### src/core/spi_pkg.sv
package spi_pkg;

  // byte width of buffers and shifter
  localparam int BYTE_W = 8;
  // last of the sixteen clock edges of one byte, counted from zero
  localparam logic [3:0] LAST_EDGE = 4'hF;
  localparam logic [3:0] FIRST_EDGE = 4'h0;
  // values after reset
  localparam logic [7:0] BUF_RST = 8'h00;
  localparam logic GATE_RST = 1'b1;
  localparam logic TX_EMPTY_RST = 1'b1;
  localparam logic RX_FULL_RST = 1'b0;
  localparam logic OE_N_RST = 1'b1;
  localparam logic [2:0] PRE_CNT_RST = 3'h0;
  localparam logic [6:0] RATE_CNT_RST = 7'h00;

  typedef enum logic [1:0] {
    ST_IDLE = 2'b00,
    ST_RUN = 2'b01
  } xfer_state_e;

  // one bit for each of the four shared pins
  typedef struct packed {
    logic sck;
    logic mosi;
    logic miso;
    logic ss;
  } pin_set_s;

  // control bits, held by software outside this block
  typedef struct packed {
    logic system_enable_bit;
    logic master_mode;
    logic cpol;
    logic cpha;
    logic lsb_first;
    logic select_output_enable;
    logic mode_fault_enable;
    logic bidir_pin_select;
    logic bidir_output_enable;
    logic [2:0] prescale_field;
    logic [2:0] rate_select_field;
  } ctrl_s;

  typedef struct packed {
    logic [2:0] pre_cnt;
    logic [6:0] rate_cnt;
    logic tick;
  } baud_state_s;

  typedef struct packed {
    logic gate;
    xfer_state_e state;
    logic [7:0] tx_buf;
    logic tx_empty;
    logic [7:0] rx_buf;
    logic rx_full;
    logic [7:0] shreg;
    logic [3:0] edge_cnt;
    logic sample_bit;
    logic sck_lvl;
    logic sck_prev;
    logic ss_prev;
    logic mode_fault;
    pin_set_s pin_out;
    pin_set_s pin_oe_n;
  } core_state_s;

endpackage

### src/core/spi_baud_gen.sv
`timescale 1ns/1ps
// half bit-period tick: (prescale + 1) * 2**rate bus clocks per half period
module spi_baud_gen (
  input wire logic core_clk, // bus clock
  input wire logic resetn, // synchronous reset, active low
  input wire logic run, // counts only while high, restarts otherwise
  input wire logic [2:0] prescale_field, // divisor minus one
  input wire logic [2:0] rate_select_field, // power of two exponent
  output logic half_tick // one-cycle pulse each half bit period
);

  spi_pkg::baud_state_s s_r;
  spi_pkg::baud_state_s s_nxt;
  logic [7:0] rate_last;

  ////////////////////////////////////////////////////////////////////////
  // prescaler stage feeds the power-of-two stage
  always_comb begin
    rate_last = 8'((8'h01 << rate_select_field) - 8'h01);
    s_nxt = s_r;
    s_nxt.tick = 1'b0;
    if (!run) begin
      // restart so the first half period after a start is full length
      s_nxt.pre_cnt = spi_pkg::PRE_CNT_RST;
      s_nxt.rate_cnt = spi_pkg::RATE_CNT_RST;
    end else if (s_r.pre_cnt == prescale_field) begin
      s_nxt.pre_cnt = spi_pkg::PRE_CNT_RST;
      if ({1'b0, s_r.rate_cnt} == rate_last) begin
        s_nxt.rate_cnt = spi_pkg::RATE_CNT_RST;
        s_nxt.tick = 1'b1;
      end else begin
        s_nxt.rate_cnt = 7'(s_r.rate_cnt + 7'h01);
      end
    end else begin
      s_nxt.pre_cnt = 3'(s_r.pre_cnt + 3'h1);
    end
  end

  ////////////////////////////////////////////////////////////////////////
  always_ff @(posedge core_clk) begin
    if (!resetn) begin
      s_r <= '{spi_pkg::PRE_CNT_RST, spi_pkg::RATE_CNT_RST, 1'b0};
    end else begin
      s_r <= s_nxt;
    end
  end

  assign half_tick = s_r.tick;

endmodule

### src/core/spi_core.sv
`timescale 1ns/1ps
module spi_core (
  input wire logic core_clk, // bus clock
  input wire logic resetn, // synchronous reset, active low
  input wire logic clock_gate_wr, // write strobe for clock gate bit
  input wire logic clock_gate_wdata, // new clock gate value
  input spi_pkg::ctrl_s ctrl, // control bits
  input wire logic data_wr, // pulse: write transmit buffer
  input wire logic [7:0] data_wdata, // byte to transmit
  input wire logic data_rd, // pulse: read receive buffer
  input wire logic mode_fault_clr, // pulse: clear mode fault flag
  input spi_pkg::pin_set_s pin_in, // levels seen on the four pins
  output spi_pkg::pin_set_s pin_out, // levels driven to the four pins
  output spi_pkg::pin_set_s pin_oe_n, // pin drive enables, low drives
  output logic [7:0] data_rdata, // receive buffer contents
  output logic receive_full_flag, // receive buffer holds unread byte
  output logic transmit_empty_flag, // transmit buffer may be written
  output logic mode_fault_flag, // select went low in mode fault use
  output logic clock_gate_bit, // module clock gate state
  output logic busy // transfer in progress
);

  spi_pkg::core_state_s s_r;
  spi_pkg::core_state_s s_nxt;
  logic half_tick;
  logic baud_run;
  logic en;
  logic mst;
  logic slv_sel;
  logic din;
  logic edge_evt;
  logic leading;
  logic sample_edge;
  logic [7:0] sh_next;
  logic done;
  logic fault_in;

  // shift one bit in, direction set by lsb first
  function automatic logic [7:0] shift_byte(input logic [7:0] sh,
                                            input logic b,
                                            input logic lsbf);
    logic [7:0] r;
    r = lsbf ? {b, sh[7:1]} : {sh[6:0], b};
    return r;
  endfunction

  ////////////////////////////////////////////////////////////////////////
  // bit-rate clock for master transfers
  spi_baud_gen u_baud (
    .core_clk(core_clk),
    .resetn(resetn),
    .run(baud_run),
    .prescale_field(ctrl.prescale_field),
    .rate_select_field(ctrl.rate_select_field),
    .half_tick(half_tick)
  );

  // generator only counts while the master is actually shifting
  assign baud_run = s_r.gate && en && mst && s_r.state == spi_pkg::ST_RUN;

  ////////////////////////////////////////////////////////////////////////
  // mode decode and serial data input selection
  always_comb begin
    en = ctrl.system_enable_bit;
    mst = ctrl.master_mode;
    slv_sel = en && !mst && !pin_in.ss;
    // mode fault: select input pulled low while master watches it
    fault_in = en && mst && ctrl.mode_fault_enable &&
               !ctrl.select_output_enable && !pin_in.ss;
    if (mst) begin
      // bidir master reads the shared MOSI pin; own bit when driving
      if (ctrl.bidir_pin_select) begin
        din = ctrl.bidir_output_enable ? s_r.pin_out.mosi : pin_in.mosi;
      end else begin
        din = pin_in.miso;
      end
    end else begin
      if (ctrl.bidir_pin_select) begin
        din = ctrl.bidir_output_enable ? s_r.pin_out.miso : pin_in.miso;
      end else begin
        din = pin_in.mosi;
      end
    end
  end

  ////////////////////////////////////////////////////////////////////////
  // clock edge detection: own generator for master, pin edges for slave
  always_comb begin
    if (mst) begin
      edge_evt = s_r.state == spi_pkg::ST_RUN && half_tick;
    end else begin
      // deselected slave sees no edges at all
      edge_evt = slv_sel && s_r.ss_prev == 1'b0 &&
                 s_r.state == spi_pkg::ST_RUN &&
                 pin_in.sck != s_r.sck_prev;
    end
    leading = !s_r.edge_cnt[0];
    sample_edge = leading ^ ctrl.cpha;
    done = edge_evt && s_r.edge_cnt == spi_pkg::LAST_EDGE;
    sh_next = shift_byte(s_r.shreg, din, ctrl.lsb_first);
  end

  ////////////////////////////////////////////////////////////////////////
  // transfer engine, buffers and flags
  always_comb begin
    s_nxt = s_r;
    s_nxt.sck_prev = pin_in.sck;
    s_nxt.ss_prev = pin_in.ss;
    if (clock_gate_wr) begin
      s_nxt.gate = clock_gate_wdata;
    end
    if (!s_r.gate) begin
      // gated off: everything else holds, as if the clock stood still
      s_nxt.sck_prev = s_r.sck_prev;
      s_nxt.ss_prev = s_r.ss_prev;
    end else if (!en) begin
      s_nxt.state = spi_pkg::ST_IDLE;
      s_nxt.tx_buf = spi_pkg::BUF_RST;
      s_nxt.rx_buf = spi_pkg::BUF_RST;
      s_nxt.shreg = spi_pkg::BUF_RST;
      s_nxt.tx_empty = 1'b1;
      s_nxt.rx_full = 1'b0;
      s_nxt.edge_cnt = spi_pkg::FIRST_EDGE;
      s_nxt.sample_bit = 1'b0;
      s_nxt.sck_lvl = ctrl.cpol;
    end else begin
      // reading frees the receive buffer; a new byte below wins
      if (data_rd) begin
        s_nxt.rx_full = 1'b0;
      end
      if (mode_fault_clr) begin
        s_nxt.mode_fault = 1'b0;
      end
      if (fault_in) begin
        s_nxt.mode_fault = 1'b1;
      end
      // software write lands in the transmit buffer
      if (data_wr) begin
        s_nxt.tx_buf = data_wdata;
        s_nxt.tx_empty = 1'b0;
      end
      case (s_r.state)
        spi_pkg::ST_IDLE: begin
          s_nxt.edge_cnt = spi_pkg::FIRST_EDGE;
          s_nxt.sck_lvl = ctrl.cpol;
          if (mst) begin
            // a master starts once the transmit buffer holds a byte; a fault blocks the start
            if (!s_r.tx_empty && !fault_in && !s_r.mode_fault) begin
              s_nxt.shreg = s_r.tx_buf;
              s_nxt.tx_empty = data_wr ? 1'b0 : 1'b1;
              s_nxt.state = spi_pkg::ST_RUN;
            end
          end else if (slv_sel && s_r.ss_prev) begin
            // select just fell: first bit must be ready before any edge
            if (!s_r.tx_empty) begin
              s_nxt.shreg = s_r.tx_buf;
              s_nxt.tx_empty = data_wr ? 1'b0 : 1'b1;
            end
            s_nxt.state = spi_pkg::ST_RUN;
          end
        end
        spi_pkg::ST_RUN: begin
          // fault or deselect abandons the byte; the partial byte is lost
          // and both buffers keep what they held
          if ((mst && fault_in) || (!mst && !slv_sel)) begin
            s_nxt.state = spi_pkg::ST_IDLE;
            s_nxt.edge_cnt = spi_pkg::FIRST_EDGE;
            s_nxt.sck_lvl = ctrl.cpol;
          end else if (edge_evt) begin
            s_nxt.edge_cnt = 4'(s_r.edge_cnt + 4'h1);
            if (mst) begin
              s_nxt.sck_lvl = ~s_r.sck_lvl;
            end
            if (sample_edge) begin
              s_nxt.sample_bit = din;
              // phase 1 ends on a sample edge: shift the last bit at once
              if (done) begin
                s_nxt.shreg = sh_next;
              end
            end else if (!(ctrl.cpha && s_r.edge_cnt == spi_pkg::FIRST_EDGE))
            begin
              s_nxt.shreg = shift_byte(s_r.shreg, s_r.sample_bit,
                                       ctrl.lsb_first);
            end
            if (done) begin
              // both endings leave the full byte in the next shifter value
              s_nxt.rx_buf = ctrl.cpha ? sh_next :
                             shift_byte(s_r.shreg, s_r.sample_bit,
                                        ctrl.lsb_first);
              s_nxt.rx_full = 1'b1;
              s_nxt.edge_cnt = spi_pkg::FIRST_EDGE;
              if (mst) begin
                s_nxt.state = spi_pkg::ST_IDLE;
              end else if (!s_r.tx_empty) begin
                // slave stays selected: next byte goes straight in
                s_nxt.shreg = s_r.tx_buf;
                s_nxt.tx_empty = data_wr ? 1'b0 : 1'b1;
              end
            end
          end
        end
        default: begin
          // unused code: fall back to idle rather than lock up
          s_nxt.state = spi_pkg::ST_IDLE;
        end
      endcase
    end
    // pin routing follows the next state so pins line up with the clock
    s_nxt.pin_oe_n = '{spi_pkg::OE_N_RST, spi_pkg::OE_N_RST,
                       spi_pkg::OE_N_RST, spi_pkg::OE_N_RST};
    s_nxt.pin_out = '{1'b0, 1'b0, 1'b0, 1'b1};
    if (!s_r.gate) begin
      s_nxt.pin_oe_n = s_r.pin_oe_n;
      s_nxt.pin_out = s_r.pin_out;
    end else if (en) begin
      if (mst) begin
        s_nxt.pin_out.sck = s_nxt.sck_lvl;
        s_nxt.pin_oe_n.sck = 1'b0;
        s_nxt.pin_out.mosi = ctrl.lsb_first ? s_nxt.shreg[0] :
                             s_nxt.shreg[7];
        // bidir master drives MOSI only with the output enable set
        s_nxt.pin_oe_n.mosi = ctrl.bidir_pin_select ?
                              !ctrl.bidir_output_enable : 1'b0;
        // MISO is an input, or released in bidir use
        s_nxt.pin_oe_n.miso = 1'b1;
        if (ctrl.mode_fault_enable && ctrl.select_output_enable) begin
          // automatic select: low for the whole byte
          s_nxt.pin_out.ss = s_nxt.state != spi_pkg::ST_RUN;
          s_nxt.pin_oe_n.ss = 1'b0;
        end
      end else begin
        // MOSI stays an input or is unused; a slave never drives it
        s_nxt.pin_oe_n.mosi = 1'b1;
        s_nxt.pin_out.miso = ctrl.lsb_first ? s_nxt.shreg[0] :
                             s_nxt.shreg[7];
        if (!pin_in.ss) begin
          s_nxt.pin_oe_n.miso = ctrl.bidir_pin_select ?
                                !ctrl.bidir_output_enable : 1'b0;
        end else begin
          s_nxt.pin_oe_n.miso = 1'b1;
        end
      end
    end
  end

  ////////////////////////////////////////////////////////////////////////
  // state register; reset sets the clock gate and empties the buffers
  always_ff @(posedge core_clk) begin
    if (!resetn) begin
      s_r.gate <= spi_pkg::GATE_RST;
      s_r.state <= spi_pkg::ST_IDLE;
      s_r.tx_buf <= spi_pkg::BUF_RST;
      s_r.tx_empty <= spi_pkg::TX_EMPTY_RST;
      s_r.rx_buf <= spi_pkg::BUF_RST;
      s_r.rx_full <= spi_pkg::RX_FULL_RST;
      s_r.shreg <= spi_pkg::BUF_RST;
      s_r.edge_cnt <= spi_pkg::FIRST_EDGE;
      s_r.sample_bit <= 1'b0;
      s_r.sck_lvl <= 1'b0;
      s_r.sck_prev <= 1'b0;
      s_r.ss_prev <= 1'b1;
      s_r.mode_fault <= 1'b0;
      s_r.pin_out <= '{1'b0, 1'b0, 1'b0, 1'b1};
      s_r.pin_oe_n <= '{spi_pkg::OE_N_RST, spi_pkg::OE_N_RST,
                        spi_pkg::OE_N_RST, spi_pkg::OE_N_RST};
    end else begin
      s_r <= s_nxt;
    end
  end

  ////////////////////////////////////////////////////////////////////////
  // outputs straight from the state register
  assign pin_out = s_r.pin_out;
  assign pin_oe_n = s_r.pin_oe_n;
  assign data_rdata = s_r.rx_buf;
  assign receive_full_flag = s_r.rx_full;
  assign transmit_empty_flag = s_r.tx_empty;
  assign mode_fault_flag = s_r.mode_fault;
  assign clock_gate_bit = s_r.gate;
  // run is the only state with bit 0 set, so busy is a plain flop bit
  assign busy = s_r.state[0];

endmodule

### config.mk
export PLATFORM = sky130hd
export DESIGN_NAME = spi_core
export DESIGN_NICKNAME = d
export VERILOG_FILES = /design/src/core/spi_pkg.sv /design/src/core/spi_baud_gen.sv /design/src/core/spi_core.sv
export SDC_FILE = /design/constraint.sdc
export NUM_CORES = 1
export LEC_CHECK = 0
export ABC_AREA = 0
export BUFFER_PORTS_ARGS = -buffer_cell sky130_fd_sc_hd__buf_2
export CAP_MARGIN = 15
export CORE_MARGIN = 10
export CORE_UTILIZATION = 43
export DETAILED_ROUTE_END_ITERATION = 12
export PLACE_DENSITY = 0.66
export SKIP_CTS_REPAIR_TIMING = 1
export SYNTH_ARGS = -nofsm -noshare
export SYNTH_HDL_FRONTEND = slang
export SYNTH_HIERARCHICAL = 1
export SYNTH_SLANG_ARGS = --single-unit
### constraint.sdc
create_clock -name core_clk -period 2.4 [get_ports core_clk]
set_input_delay 0.48 -clock core_clk [delete_from_list [all_inputs] [get_ports core_clk]]
set_output_delay 0.48 -clock core_clk [all_outputs]
set_load 0.05 [all_outputs]
---- Yosys cells after proc, flatten, opt, wreduce, memory -nomap -nowiden ----
Index checks and enable logic that the tools add are counted.
cells by class
  multiplexer cells ....................... 64
  shift operators ......................... 1
  reduce and logical (&&, ||, !) cells .... 43
  add/subtract/negate cells ............... 4
  bitwise logic cells ..................... 5
  eq/ne operators ......................... 19
operators by type and width
  operator                                                number
  2-to-1 mux 8 bit                                        13
  2-to-1 mux 34 bit                                       2
  2-to-1 mux 1 bit                                        28
  2-to-1 mux 24 bit                                       1
  one-hot mux 12 bit (2 select lines)                     1
  2-to-1 mux 22 bit                                       1
  logical AND 1 bit                                       21
  2-to-1 mux 2 bit                                        10
  2-to-1 mux 18 bit                                       1
  2-to-1 mux 9 bit                                        2
  inequality test 2 x 1 -> 1 bit (second input constant)  6
  inequality test 4 bit (second input constant)           3
  AND reduction 5 bit                                     2
  zero test 1 bit                                         9
  AND reduction 3 bit                                     3
  equality test 7 x 8 -> 1 bit                            1
  << shifter 1 x 3 -> 8 bit (first input constant)        1
  subtractor 8 x 1 -> 8 bit (second input constant)       1
  adder 7 x 1 -> 7 bit (second input constant)            1
  2-to-1 mux 7 bit                                        1
  AND reduction 7 bit                                     1
  inequality test 3 bit (second input constant)           2
  adder 4 x 1 -> 4 bit (second input constant)            1
  equality test 4 bit (second input constant)             1
  18 further kinds                                        23
storage, ports and cells
  logic and storage cells ................. 161
  flip-flop bits (word level) ............. 57

---- Depth between registers and ports, before layout ----
Gate-level depths: netlist of run 1.
  depth after elaboration ................. 22
  gate-level depth with buffers ........... 12
  depth with buffers taken out ............ 10

---- Modules after synthesis ----
Netlist of run 1, hierarchy kept.
modules (own cells, without submodules)
  module        cells each  seq. area each (um^2)  area each (um^2)  times used
  spi_core      354         920.9                  2857.7            1
  spi_baud_gen  74          220.2                  666.9             1

---- Worst setup path after synthesis of run 1 ----
Ideal clock, no wire load.
  path kind ............................... reg-to-reg
  start ................................... register s_r, in the netlist busy
  end ..................................... register, netlist name pin_out[1]
  stages on the path, launching flop included .. 10
  setup slack ............................. -0.294 ns
  period minus slack after synthesis ...... 2.694 ns
  data arrival time ....................... 2.565 ns
  data required time ...................... 2.272 ns
  cell sequence ........................... dfxtp_1 buf_2 and4b_1 a41oi_4 or4_4 a211oi_2 nor2_1 o311a_1 a21oi_2 o31ai_1
on the way
  longest elaborated chain between the ends .. 18
  elaborated cells between the ends (all ways) .. 20
  classes of those cells .................. 1 x eq/ne; 14 x mux; 5 x reduce/logical
ends and longest elaborated chain
  element                                RTL line                                         text
  start, declared                        spi_core.sv:23                                   spi_pkg::core_state_s s_r;
  start signal, assigned                 spi_core.sv:267                                  s_r <= s_nxt;
  equality test 2 x 1 -> 1 bit           spi_core.sv:90, spi_core.sv:94, spi_core.sv:142
  logical AND 1 bit                      spi_core.sv:93                                   edge_evt = slv_sel && s_r.ss_prev == 1'b0 &&
  logical AND 1 bit                      spi_core.sv:94                                   s_r.state == spi_pkg::ST_RUN &&
  2-to-1 mux 1 bit                       spi_core.sv:89                                   if (mst) begin
  logical AND 1 bit                      spi_core.sv:99                                   done = edge_evt && s_r.edge_cnt == spi_pkg::LAST_EDGE;
  2-to-1 mux 8 bit                       spi_core.sv:177                                  if (done) begin
  2-to-1 mux 8 bit                       spi_core.sv:174                                  if (sample_edge) begin
  2-to-1 mux 8 bit                       spi_core.sv:194                                  end else if (!s_r.tx_empty) begin
  (+2 left out)                          -
  2-to-1 mux 24 bit                      spi_core.sv:169                                  end else if (edge_evt) begin
  2-to-1 mux 18 bit                      spi_core.sv:165                                  if ((mst && fault_in) || (!mst && !slv_sel)) begin
  one-hot mux 12 bit (2 select lines) *  spi_core.sv:142                                  case (s_r.state)
  2-to-1 mux 34 bit *                    spi_core.sv:116                                  end else if (!en) begin
  2-to-1 mux 34 bit *                    spi_core.sv:112                                  if (!s_r.gate) begin
  2-to-1 mux 1 bit *                     spi_core.sv:234                                  s_nxt.pin_out.miso = ctrl.lsb_first ? s_nxt.shreg[0] :
  2-to-1 mux 1 bit *                     spi_core.sv:216                                  if (mst) begin
  2-to-1 mux 8 bit *                     spi_core.sv:215                                  end else if (en) begin
Every way passes the cells marked *; elsewhere a longest branch is shown, timed or not. The select of a mux whose other input is x is not followed.
A chain may end at the register's enable or synchronous reset.

---- Final worst setup path of run 1 ----
  start ................................... register s_r[14] (netlist name)
  end ..................................... register, netlist name pin_out[2]
on the way
  longest elaborated chain between the ends .. 15
  elaborated cells between the ends (all ways) .. 18
  classes of those cells .................. 1 x eq/ne; 14 x mux; 3 x reduce/logical
ends and longest elaborated chain
  element                                                        RTL line                          text
  equality test 4 bit / zero test 4 bit (equally long branches)  spi_core.sv:99, spi_core.sv:180
  logical AND 1 bit, on equally long branches                    spi_core.sv:99, spi_core.sv:180
  2-to-1 mux 8 bit, on equally long branches                     spi_core.sv:177, spi_core.sv:180
  2-to-1 mux 8 bit                                               spi_core.sv:174
  2-to-1 mux 8 bit                                               spi_core.sv:194
  2-to-1 mux 8 bit                                               spi_core.sv:192                   if (mst) begin
  2-to-1 mux 22 bit *                                            spi_core.sv:185                   if (done) begin
  2-to-1 mux 24 bit *                                            spi_core.sv:169
  2-to-1 mux 18 bit *                                            spi_core.sv:165
  one-hot mux 12 bit (2 select lines) *                          spi_core.sv:142
  2-to-1 mux 34 bit *                                            spi_core.sv:116
  2-to-1 mux 34 bit *                                            spi_core.sv:112
  2-to-1 mux 1 bit *                                             spi_core.sv:219                   s_nxt.pin_out.mosi = ctrl.lsb_first ? s_nxt.shreg[0] :
  2-to-1 mux 2 bit *                                             spi_core.sv:216
  2-to-1 mux 8 bit *                                             spi_core.sv:215
Marked as above.

==> impl_results.html, run 1 <==
<table>
<tr><th>Metric</th><th>Value</th></tr>
<tr><th colspan="2">STA</th></tr>
<tr><td>Transition time at the pin with the least slew margin</td><td>575 ps</td></tr>
<tr><td>Post-route clock skew</td><td>9.43 ps</td></tr>
<tr><td>Setup Viol. Count Final</td><td>0</td></tr>
<tr><td>Achievable frequency</td><td>441 MHz</td></tr>
<tr><td>Final Critical Period</td><td>2270 ps</td></tr>
<tr><td>Number of pins exceeding their max-slew limit in the final report</td><td>0</td></tr>
<tr><td>Unrepaired setup endpoints after global routing</td><td>false</td></tr>
<tr><td>Slew Limit Headroom</td><td>about three fifths</td></tr>
<tr><td>Least setup slack across all paths after layout</td><td>133 ps</td></tr>
<tr><td>Final hold violation count</td><td>0</td></tr>
<tr><td>Post-route clock period utilization</td><td>94.4%</td></tr>
<tr><th colspan="2">Cells and area</th></tr>
<tr><td>Most frequent standard cell in the layout excluding fill and tap cells</td><td>dfxtp_1</td></tr>
<tr><td>Nets@finish</td><td>533</td></tr>
<tr><td>Count of antenna diodes in the layout</td><td>0</td></tr>
<tr><td>Layout cells sized above 1</td><td>26.9%</td></tr>
<tr><td>Highest-count cells in the layout ignoring fill and taps</td><td>dfxtp_1 (56), buf_2 (54), buf_4 (41)</td></tr>
<tr><td>Post-synthesis to final-layout area growth</td><td>19.8%</td></tr>
<tr><th colspan="2">Floorplanning</th></tr>
<tr><td>Core Footprint</td><td>7850 um^2</td></tr>
<tr><td>Floorplan row count</td><td>32</td></tr>
<tr><td>Vertical die dimension</td><td>111 um</td></tr>
<tr><td>Die X-Extent</td><td>111 um</td></tr>
<tr><td>Area of the die</td><td>12200 um^2</td></tr>
<tr><td>I/O pin total</td><td>55</td></tr>
<tr><td>Initial cell density of the core</td><td>44.9%</td></tr>
<tr><th colspan="2">Power and ir drop</th></tr>
<tr><td>Standby leakage power</td><td>1.72 nW</td></tr>
<tr><td>Worst VDD drop</td><td>0.246 mV</td></tr>
<tr><td>P per Cell Area</td><td>529 nW/um^2</td></tr>
<tr><td>Overall power of the completed layout</td><td>roughly 2.2 mW</td></tr>
<tr><th colspan="2">Worst setup path</th></tr>
<tr><td>Largest driver fanout on the critical path</td><td>4</td></tr>
<tr><td>Worst setup SP type</td><td>flop</td></tr>
<tr><td>Worst Setup End Kind</td><td>flop</td></tr>
<tr><td>Critical Path AT</td><td>2480 ps</td></tr>
<tr><td>Flop-to-flop setup slack</td><td>~130 ps</td></tr>
<tr><td>Worst Setup Path Type</td><td>reg2reg</td></tr>
<tr><td>Required time at the endpoint of the critical path</td><td>2610 ps</td></tr>
<tr><th colspan="2">Placement</th></tr>
<tr><td>Sum of net half-perimeters after detailed placement</td><td>7380 um</td></tr>
<tr><td>Setup Slack @ Placement</td><td>-141 ps</td></tr>
<tr><td>Routability-driven placement congestion ratio</td><td>0.922</td></tr>
<tr><td>Count of input and output buffers</td><td>54</td></tr>
<tr><th colspan="2">Synth</th></tr>
<tr><td>Leading post-synthesis cells by cell area</td><td>dfxtp_1 (32%), o21ai_0 (5.3%), buf_4 (3.8%)</td></tr>
<tr><td>Portion of the post-synthesis area used by sequential elements</td><td>32.4%</td></tr>
<tr><td>Number of enable flip-flop cells after synthesis</td><td>0</td></tr>
<tr><td>Avg Inst Size Synth</td><td>8.24 um^2</td></tr>
<tr><td>Count of distinct cell types in the synthesized netlist</td><td>70</td></tr>
<tr><td>Primary flip-flop cell chosen by synthesis mapping</td><td>dfxtp_1</td></tr>
<tr><td>Combined area of all synthesized cells</td><td>roughly 3500 um^2</td></tr>
<tr><td>Flip-flop and latch count after synthesis</td><td>57</td></tr>
<tr><td>Post-synth top area share</td><td>32.4%</td></tr>
<tr><td>Library cell occupying the most area in the post-synthesis netlist</td><td>dfxtp_1</td></tr>
<tr><td>Asr flop ratio synth</td><td>0%</td></tr>
<tr><td>Count of synthesis-stage warnings from yosys</td><td>6</td></tr>
<tr><td>Number of instances in the synthesized netlist</td><td>428</td></tr>
<tr><td>Synth Net Count</td><td>466</td></tr>
<tr><th colspan="2">Clock network</th></tr>
<tr><td>Clock transition at the registers of the reported paths</td><td>70 ps</td></tr>
<tr><td>Maximum buffer depth of the clock tree</td><td>2</td></tr>
<tr><td>Number of CTS-inserted buffers</td><td>9</td></tr>
<tr><td>Root Buffer Master</td><td>clkbuf_8</td></tr>
<tr><td>Number of sinks on the clock net</td><td>57</td></tr>
<tr><td>TritonCTS clock tree</td><td>done</td></tr>
<tr><td>Worst-Skew Late Latency</td><td>330 ps</td></tr>
<tr><td>H-tree depth</td><td>3</td></tr>
<tr><th colspan="2">GRT</th></tr>
<tr><td>Overall fraction of global-route tracks in use</td><td>15.6%</td></tr>
<tr><td>Number of antenna violations at the first check in global routing</td><td>0</td></tr>
<tr><td>Total global routing overflow</td><td>0</td></tr>
<tr><td>Via count of the first global-routing pass</td><td>3469</td></tr>
<tr><td>Wire length of the first global-routing pass</td><td>16600 um</td></tr>
<tr><td>Largest net degree at the start of global routing</td><td>31</td></tr>
<tr><th colspan="2">Job</th></tr>
<tr><td>Max-cap violations</td><td>0</td></tr>
<tr><th colspan="2">Routing</th></tr>
<tr><td>Total wire length</td><td>a little under 10000 um</td></tr>
<tr><td>Via count of the routed design</td><td>3371</td></tr>
<tr><td>Per-cell routed wire length</td><td>16.2 um</td></tr>
<tr><td>Pre-antenna DRT Iters</td><td>5</td></tr>
<tr><td>Drc violations</td><td>0</td></tr>
<tr><td>Number of nets still failing antenna checks after routing</td><td>0</td></tr>
<tr><td>Initial detailed-routing violation count</td><td>202</td></tr>
<tr><td>Via density per instance</td><td>between 5 and 6</td></tr>
<tr><th colspan="2">Outcome</th></tr>
<tr><td>Result of the run</td><td>complete, no violations</td></tr>
<tr><th colspan="2">Hold path</th></tr>
<tr><td>Path class of the lowest-slack min-delay path</td><td>in2reg</td></tr>
</table>
cell families (layout without fill, tap and decap cells):
family	after synthesis	in the layout	share of synthesized area (%)
xor gates and xnor gates	13	13	3.23
and+or+nand+nor	165	165	26.2
AOI/OAI and AO/OA	119	119	23.1
adders and majority gates	4	4	1.42
muxes	19	19	5.96
DFF	57	57	32.4
buffers and inverters	51	122	7.70
per-stage QoR:
| stage | TNS (ps) | hold WS (ps) | cells | instance area (um^2) | utilization, % |
|---|---|---|---|---|---|
| 4_1_cts | 0 | 354 | 601 | 4220 | 53.8 |
| 3_5_place_dp | -332 | 455 | 586 | 4010 | 51.0 |
| 2_1_floorplan | 0 | 428 | 428 | 3530 | - |
| 6_report | 0 | 364 | 601 | 4220 | 53.8 |
| 5_1_grt | 0 | 355 | 601 | 4220 | 53.8 |
| 3_3_place_gp | -189 | 446 | 586 | 4010 | 51.0 |
state kept, by name, indices dropped and copies added, names as in the netlist:
| register | cells |
|---|---|
| s_r | 25 |
| u_baud/s_r | 10 |
| data_rdata | 8 |
| pin_oe_n | 4 |
| pin_out | 4 |
| busy | 1 |
| clock_gate_bit | 1 |
| mode_fault_flag | 1 |
| receive_full_flag | 1 |
| transmit_empty_flag | 1 |
| u_baud/half_tick | 1 |
layout make-up:
class	count	area, um^2
clock buffers	13	179
clock inverters	2	35.0
fillers	794	3630
inverters	12	45.0
multi-input cells	320	2110
flip-flops and latches	57	1140
well taps	102	128
repair buffers	95	578
power breakdown:
| group | switching [mW] | total (mW) | internal [mW] |
|---|---|---|---|
| sequential | 0.0112 | 0.971 | 0.960 |
| combinational | 0.172 | 0.294 | 0.122 |
| clock | 0.380 | 0.966 | 0.586 |
critical path: stages, from the launching register on:
cell and delay [ps]:
dfxtp_1 390, ha_1 230, nand3_1 140, or4_4 570, a211oi_2 180, nor2_1 60, o311a_1 320, a21oi_2 180
o21ai_1 80
Yosys cell counts, types with 3 or more instances:
cell type and n:
dfxtp_1 57, buf_4 18, o211ai_1 5, nand2_1 35
a211oi_1 4, nand4_1 8, ha_1 4, xnor2_1 3
nor3_1 6, nor2_1 35, o21ai_0 37, and3_1 5
o31ai_1 6, nor2b_1 19, or2_2 3, nand4bb_1 3
inv_1 12, mux2i_1 12, a21oi_1 19, o22ai_1 4
xor2_1 10, and4_1 3, nand3_1 14, o21ai_1 3
a21boi_0 5, a22oi_1 13, clkbuf_1 15, buf_2 4
mux2_2 6, and2_1 9
path summary, 6_finish.rpt:
path                                        start                end  depth (start not counted)
worst max-delay path                      s_r[14]         pin_out[2]                          8
worst min-delay path                clock_gate_wr     clock_gate_bit                          2
worst max register to register            s_r[14]         pin_out[2]                          8
worst min register to register  receive_full_flag  receive_full_flag                          2
metal layers:
| metal | up-vias | share of wire [%] | GRT usage, % |
|---|---|---|---|
| li1 | 1667 | - | - |
| met5 | - | 0 | 0 |
| met2 | 89 | 47 | 25.6 |
| met3 | 13 | 6.5 | 4.75 |
| met4 | 0 | 1.3 | 4.49 |
| met1 | 1602 | 46 | 19.2 |
Power figures use the tool's default switching activity.
==> run 2: changes to the inputs <==
--- a/config.mk
+++ b/config.mk
@@ -9,9 +9,9 @@
 export BUFFER_PORTS_ARGS = -buffer_cell sky130_fd_sc_hd__buf_2
 export CAP_MARGIN = 15
 export CORE_MARGIN = 10
-export CORE_UTILIZATION = 43
+export CORE_UTILIZATION = 50
 export DETAILED_ROUTE_END_ITERATION = 12
-export PLACE_DENSITY = 0.66
+export PLACE_DENSITY = 0.74
 export SKIP_CTS_REPAIR_TIMING = 1
 export SYNTH_ARGS = -nofsm -noshare
 export SYNTH_HDL_FRONTEND = slang
==> impl_results.html, run 2 (synthesis results as in run 1) <==
<table>
<tr><th>Metric</th><th>Value</th></tr>
<tr><th colspan="2">Job</th></tr>
<tr><td>Max-cap violations</td><td>0</td></tr>
<tr><th colspan="2">Cells and area</th></tr>
<tr><td>Highest-count cells in the layout ignoring fill and taps</td><td>dfxtp_1 (55), buf_2 (54), o21ai_0 (37)</td></tr>
<tr><td>Most frequent standard cell in the layout excluding fill and tap cells</td><td>dfxtp_1</td></tr>
<tr><td>Count of antenna diodes in the layout</td><td>0</td></tr>
<tr><td>Layout cells sized above 1</td><td>26.5%</td></tr>
<tr><td>Number of fill cells</td><td>614</td></tr>
<tr><td>Max reg flops</td><td>25</td></tr>
<tr><td>Combined area of the multi-input logic cells</td><td>2130 um^2</td></tr>
<tr><td>Register ranked first by flip-flop count</td><td>s_r</td></tr>
<tr><td>Total area of sequential cells</td><td>1140 um^2</td></tr>
<tr><td>Nets@finish</td><td>528</td></tr>
<tr><td>Post-synthesis to final-layout area growth</td><td>18.4%</td></tr>
<tr><th colspan="2">Power and ir drop</th></tr>
<tr><td>P per Cell Area</td><td>520 nW/um^2</td></tr>
<tr><td>Worst VDD drop</td><td>0.269 mV</td></tr>
<tr><td>Standby leakage power</td><td>1.69 nW</td></tr>
<tr><td>Overall power of the completed layout</td><td>approximately 2.2 mW</td></tr>
<tr><th colspan="2">Outcome</th></tr>
<tr><td>Result of the run</td><td>complete, no violations</td></tr>
<tr><th colspan="2">Routing</th></tr>
<tr><td>Total wire length</td><td>9580 um</td></tr>
<tr><td>Per-cell routed wire length</td><td>16.2 um</td></tr>
<tr><td>Drc violations</td><td>0</td></tr>
<tr><td>Number of nets still failing antenna checks after routing</td><td>0</td></tr>
<tr><td>Via count of the routed design</td><td>3380</td></tr>
<tr><td>Pre-antenna DRT Iters</td><td>5</td></tr>
<tr><td>Via density per instance</td><td>5.73</td></tr>
<tr><td>Initial detailed-routing violation count</td><td>316</td></tr>
<tr><th colspan="2">Worst setup path</th></tr>
<tr><td>Worst Setup Path Type</td><td>reg2reg</td></tr>
<tr><td>Worst flop-to-flop path endpoint</td><td>s_r[19]</td></tr>
<tr><td>Worst r2r src</td><td>s_r[44]</td></tr>
<tr><td>Worst setup SP type</td><td>flop</td></tr>
<tr><td>Cells on worst reg2reg path</td><td>10</td></tr>
<tr><td>Worst Setup End Kind</td><td>flop</td></tr>
<tr><td>Required time at the endpoint of the critical path</td><td>~2700 ps</td></tr>
<tr><td>Flop-to-flop setup slack</td><td>~110 ps</td></tr>
<tr><td>Largest driver fanout on the critical path</td><td>6</td></tr>
<tr><td>Critical Path AT</td><td>roughly 2600 ps</td></tr>
<tr><th colspan="2">GRT</th></tr>
<tr><td>Total global routing overflow</td><td>0</td></tr>
<tr><td>Number of antenna violations at the first check in global routing</td><td>0</td></tr>
<tr><td>Largest net degree at the start of global routing</td><td>31</td></tr>
<tr><td>Via count of the first global-routing pass</td><td>3424</td></tr>
<tr><td>Overall fraction of global-route tracks in use</td><td>17.9%</td></tr>
<tr><td>Wire length of the first global-routing pass</td><td>16500 um</td></tr>
<tr><th colspan="2">STA</th></tr>
<tr><td>Number of pins exceeding their max-slew limit in the final report</td><td>0</td></tr>
<tr><td>Transition time at the pin with the least slew margin</td><td>567 ps</td></tr>
<tr><td>Final Critical Period</td><td>2290 ps</td></tr>
<tr><td>Worst hold-check slack</td><td>372 ps</td></tr>
<tr><td>Achievable frequency</td><td>438 MHz</td></tr>
<tr><td>Post-route clock period utilization</td><td>between 90% and 100%</td></tr>
<tr><td>Slew Limit Headroom</td><td>approximately 62%</td></tr>
<tr><td>Setup Viol. Count Final</td><td>0</td></tr>
<tr><td>Post-route clock skew</td><td>roughly 6.4 ps</td></tr>
<tr><td>Final hold violation count</td><td>0</td></tr>
<tr><td>Unrepaired setup endpoints after global routing</td><td>false</td></tr>
<tr><th colspan="2">Clock network</th></tr>
<tr><td>Maximum buffer depth of the clock tree</td><td>2</td></tr>
<tr><td>Number of sinks on the clock net</td><td>57</td></tr>
<tr><td>Root Buffer Master</td><td>clkbuf_8</td></tr>
<tr><td>Clock transition at the registers of the reported paths</td><td>60 ps</td></tr>
<tr><td>Number of CTS-inserted buffers</td><td>9</td></tr>
<tr><td>TritonCTS clock tree</td><td>done</td></tr>
<tr><td>Worst-Skew Late Latency</td><td>around 340 ps</td></tr>
<tr><td>H-tree depth</td><td>3</td></tr>
<tr><th colspan="2">Floorplanning</th></tr>
<tr><td>Initial cell density of the core</td><td>51.6%</td></tr>
<tr><td>Core Footprint</td><td>6830 um^2</td></tr>
<tr><td>I/O pin total</td><td>55</td></tr>
<tr><td>Die X-Extent</td><td>104 um</td></tr>
<tr><td>Floorplan row count</td><td>30</td></tr>
<tr><td>Vertical die dimension</td><td>just over 100 um</td></tr>
<tr><td>Area of the die</td><td>10800 um^2</td></tr>
<tr><th colspan="2">Hold path</th></tr>
<tr><td>Beginning of the worst hold path</td><td>clock_gate_wr</td></tr>
<tr><td>End of the worst hold path</td><td>clock_gate_bit</td></tr>
<tr><td>Worst hold path cell count</td><td>2</td></tr>
<tr><td>Path class of the lowest-slack min-delay path</td><td>in2reg</td></tr>
<tr><th colspan="2">Placement</th></tr>
<tr><td>Count of input and output buffers</td><td>54</td></tr>
<tr><td>Sum of net half-perimeters after detailed placement</td><td>7120 um</td></tr>
<tr><td>Routability-driven placement congestion ratio</td><td>0.924</td></tr>
</table>
[run 2: through the flow]
step / cells / cell area, um^2 / utilization [%] / TNS [ps] / setup WS, ps
after floorplan: 428 / 3530 / - / 0 / 31.1
after global placement: 575 / 3960 / 58.0 / -145 / -72.9
after detailed placement: 575 / 3960 / 58.0 / -196 / -95.3
after CTS: 590 / 4160 / 60.8 / 0 / 83.6
after global routing: 590 / 4170 / 61.1 / 0 / 13.3
final: 590 / 4170 / 61.1 / 0 / 115
[run 2: per-layer routing]
layer | share of wire [%] | global-route usage [%] | up-vias
met5 | 0 | 0 | -
li1 | - | - | 1666
met3 | 6.6 | 6.01 | 20
met4 | 1.7 | 6.16 | 0
met2 | 47 | 28.9 | 115
met1 | 44 | 21.5 | 1579
[run 2: worst max path at each step]
stage	endpoint	startpoint	slack (ps)	cells after the start
3_3_place_gp	pin_out[2]	pin_in[0]	-70	10
5_1_grt	s_r[19]	s_r[44]	10	10
4_1_cts	pin_out[1]	s_r[14]	80	9
6_report	s_r[19]	s_r[44]	110	10
3_5_place_dp	pin_out[1]	ctrl[13]	-100	9
2_1_floorplan	pin_out[1]	ctrl[13]	30	9
[run 2: area by class of cell]
| type | instances | share of cell area, % |
|---|---|---|
| well taps | 96 | 2.88 |
| flip-flops and latches | 57 | 27.4 |
| repair buffers | 90 | 13.0 |
| multi-input cells | 320 | 51.0 |
| clock buffers | 12 | 3.72 |
| inverters | 12 | 1.08 |
| clock inverters | 3 | 0.960 |
[run 2: report_power, final]
part | switching (mW) | internal, mW
combinational | 0.170 | 0.115
clock | 0.384 | 0.527
sequential | 0.0118 | 0.960
[run 2: critical path, stage by stage (launching register included)]
cell,delay [ps]
dfxtp_1,480
and4b_1,280
a41oi_4,200
buf_4,170
nor2_1,60
buf_4,140
buf_4,130
or2_2,290
a211oi_1,240
a21oi_1,60
o21ai_0,150
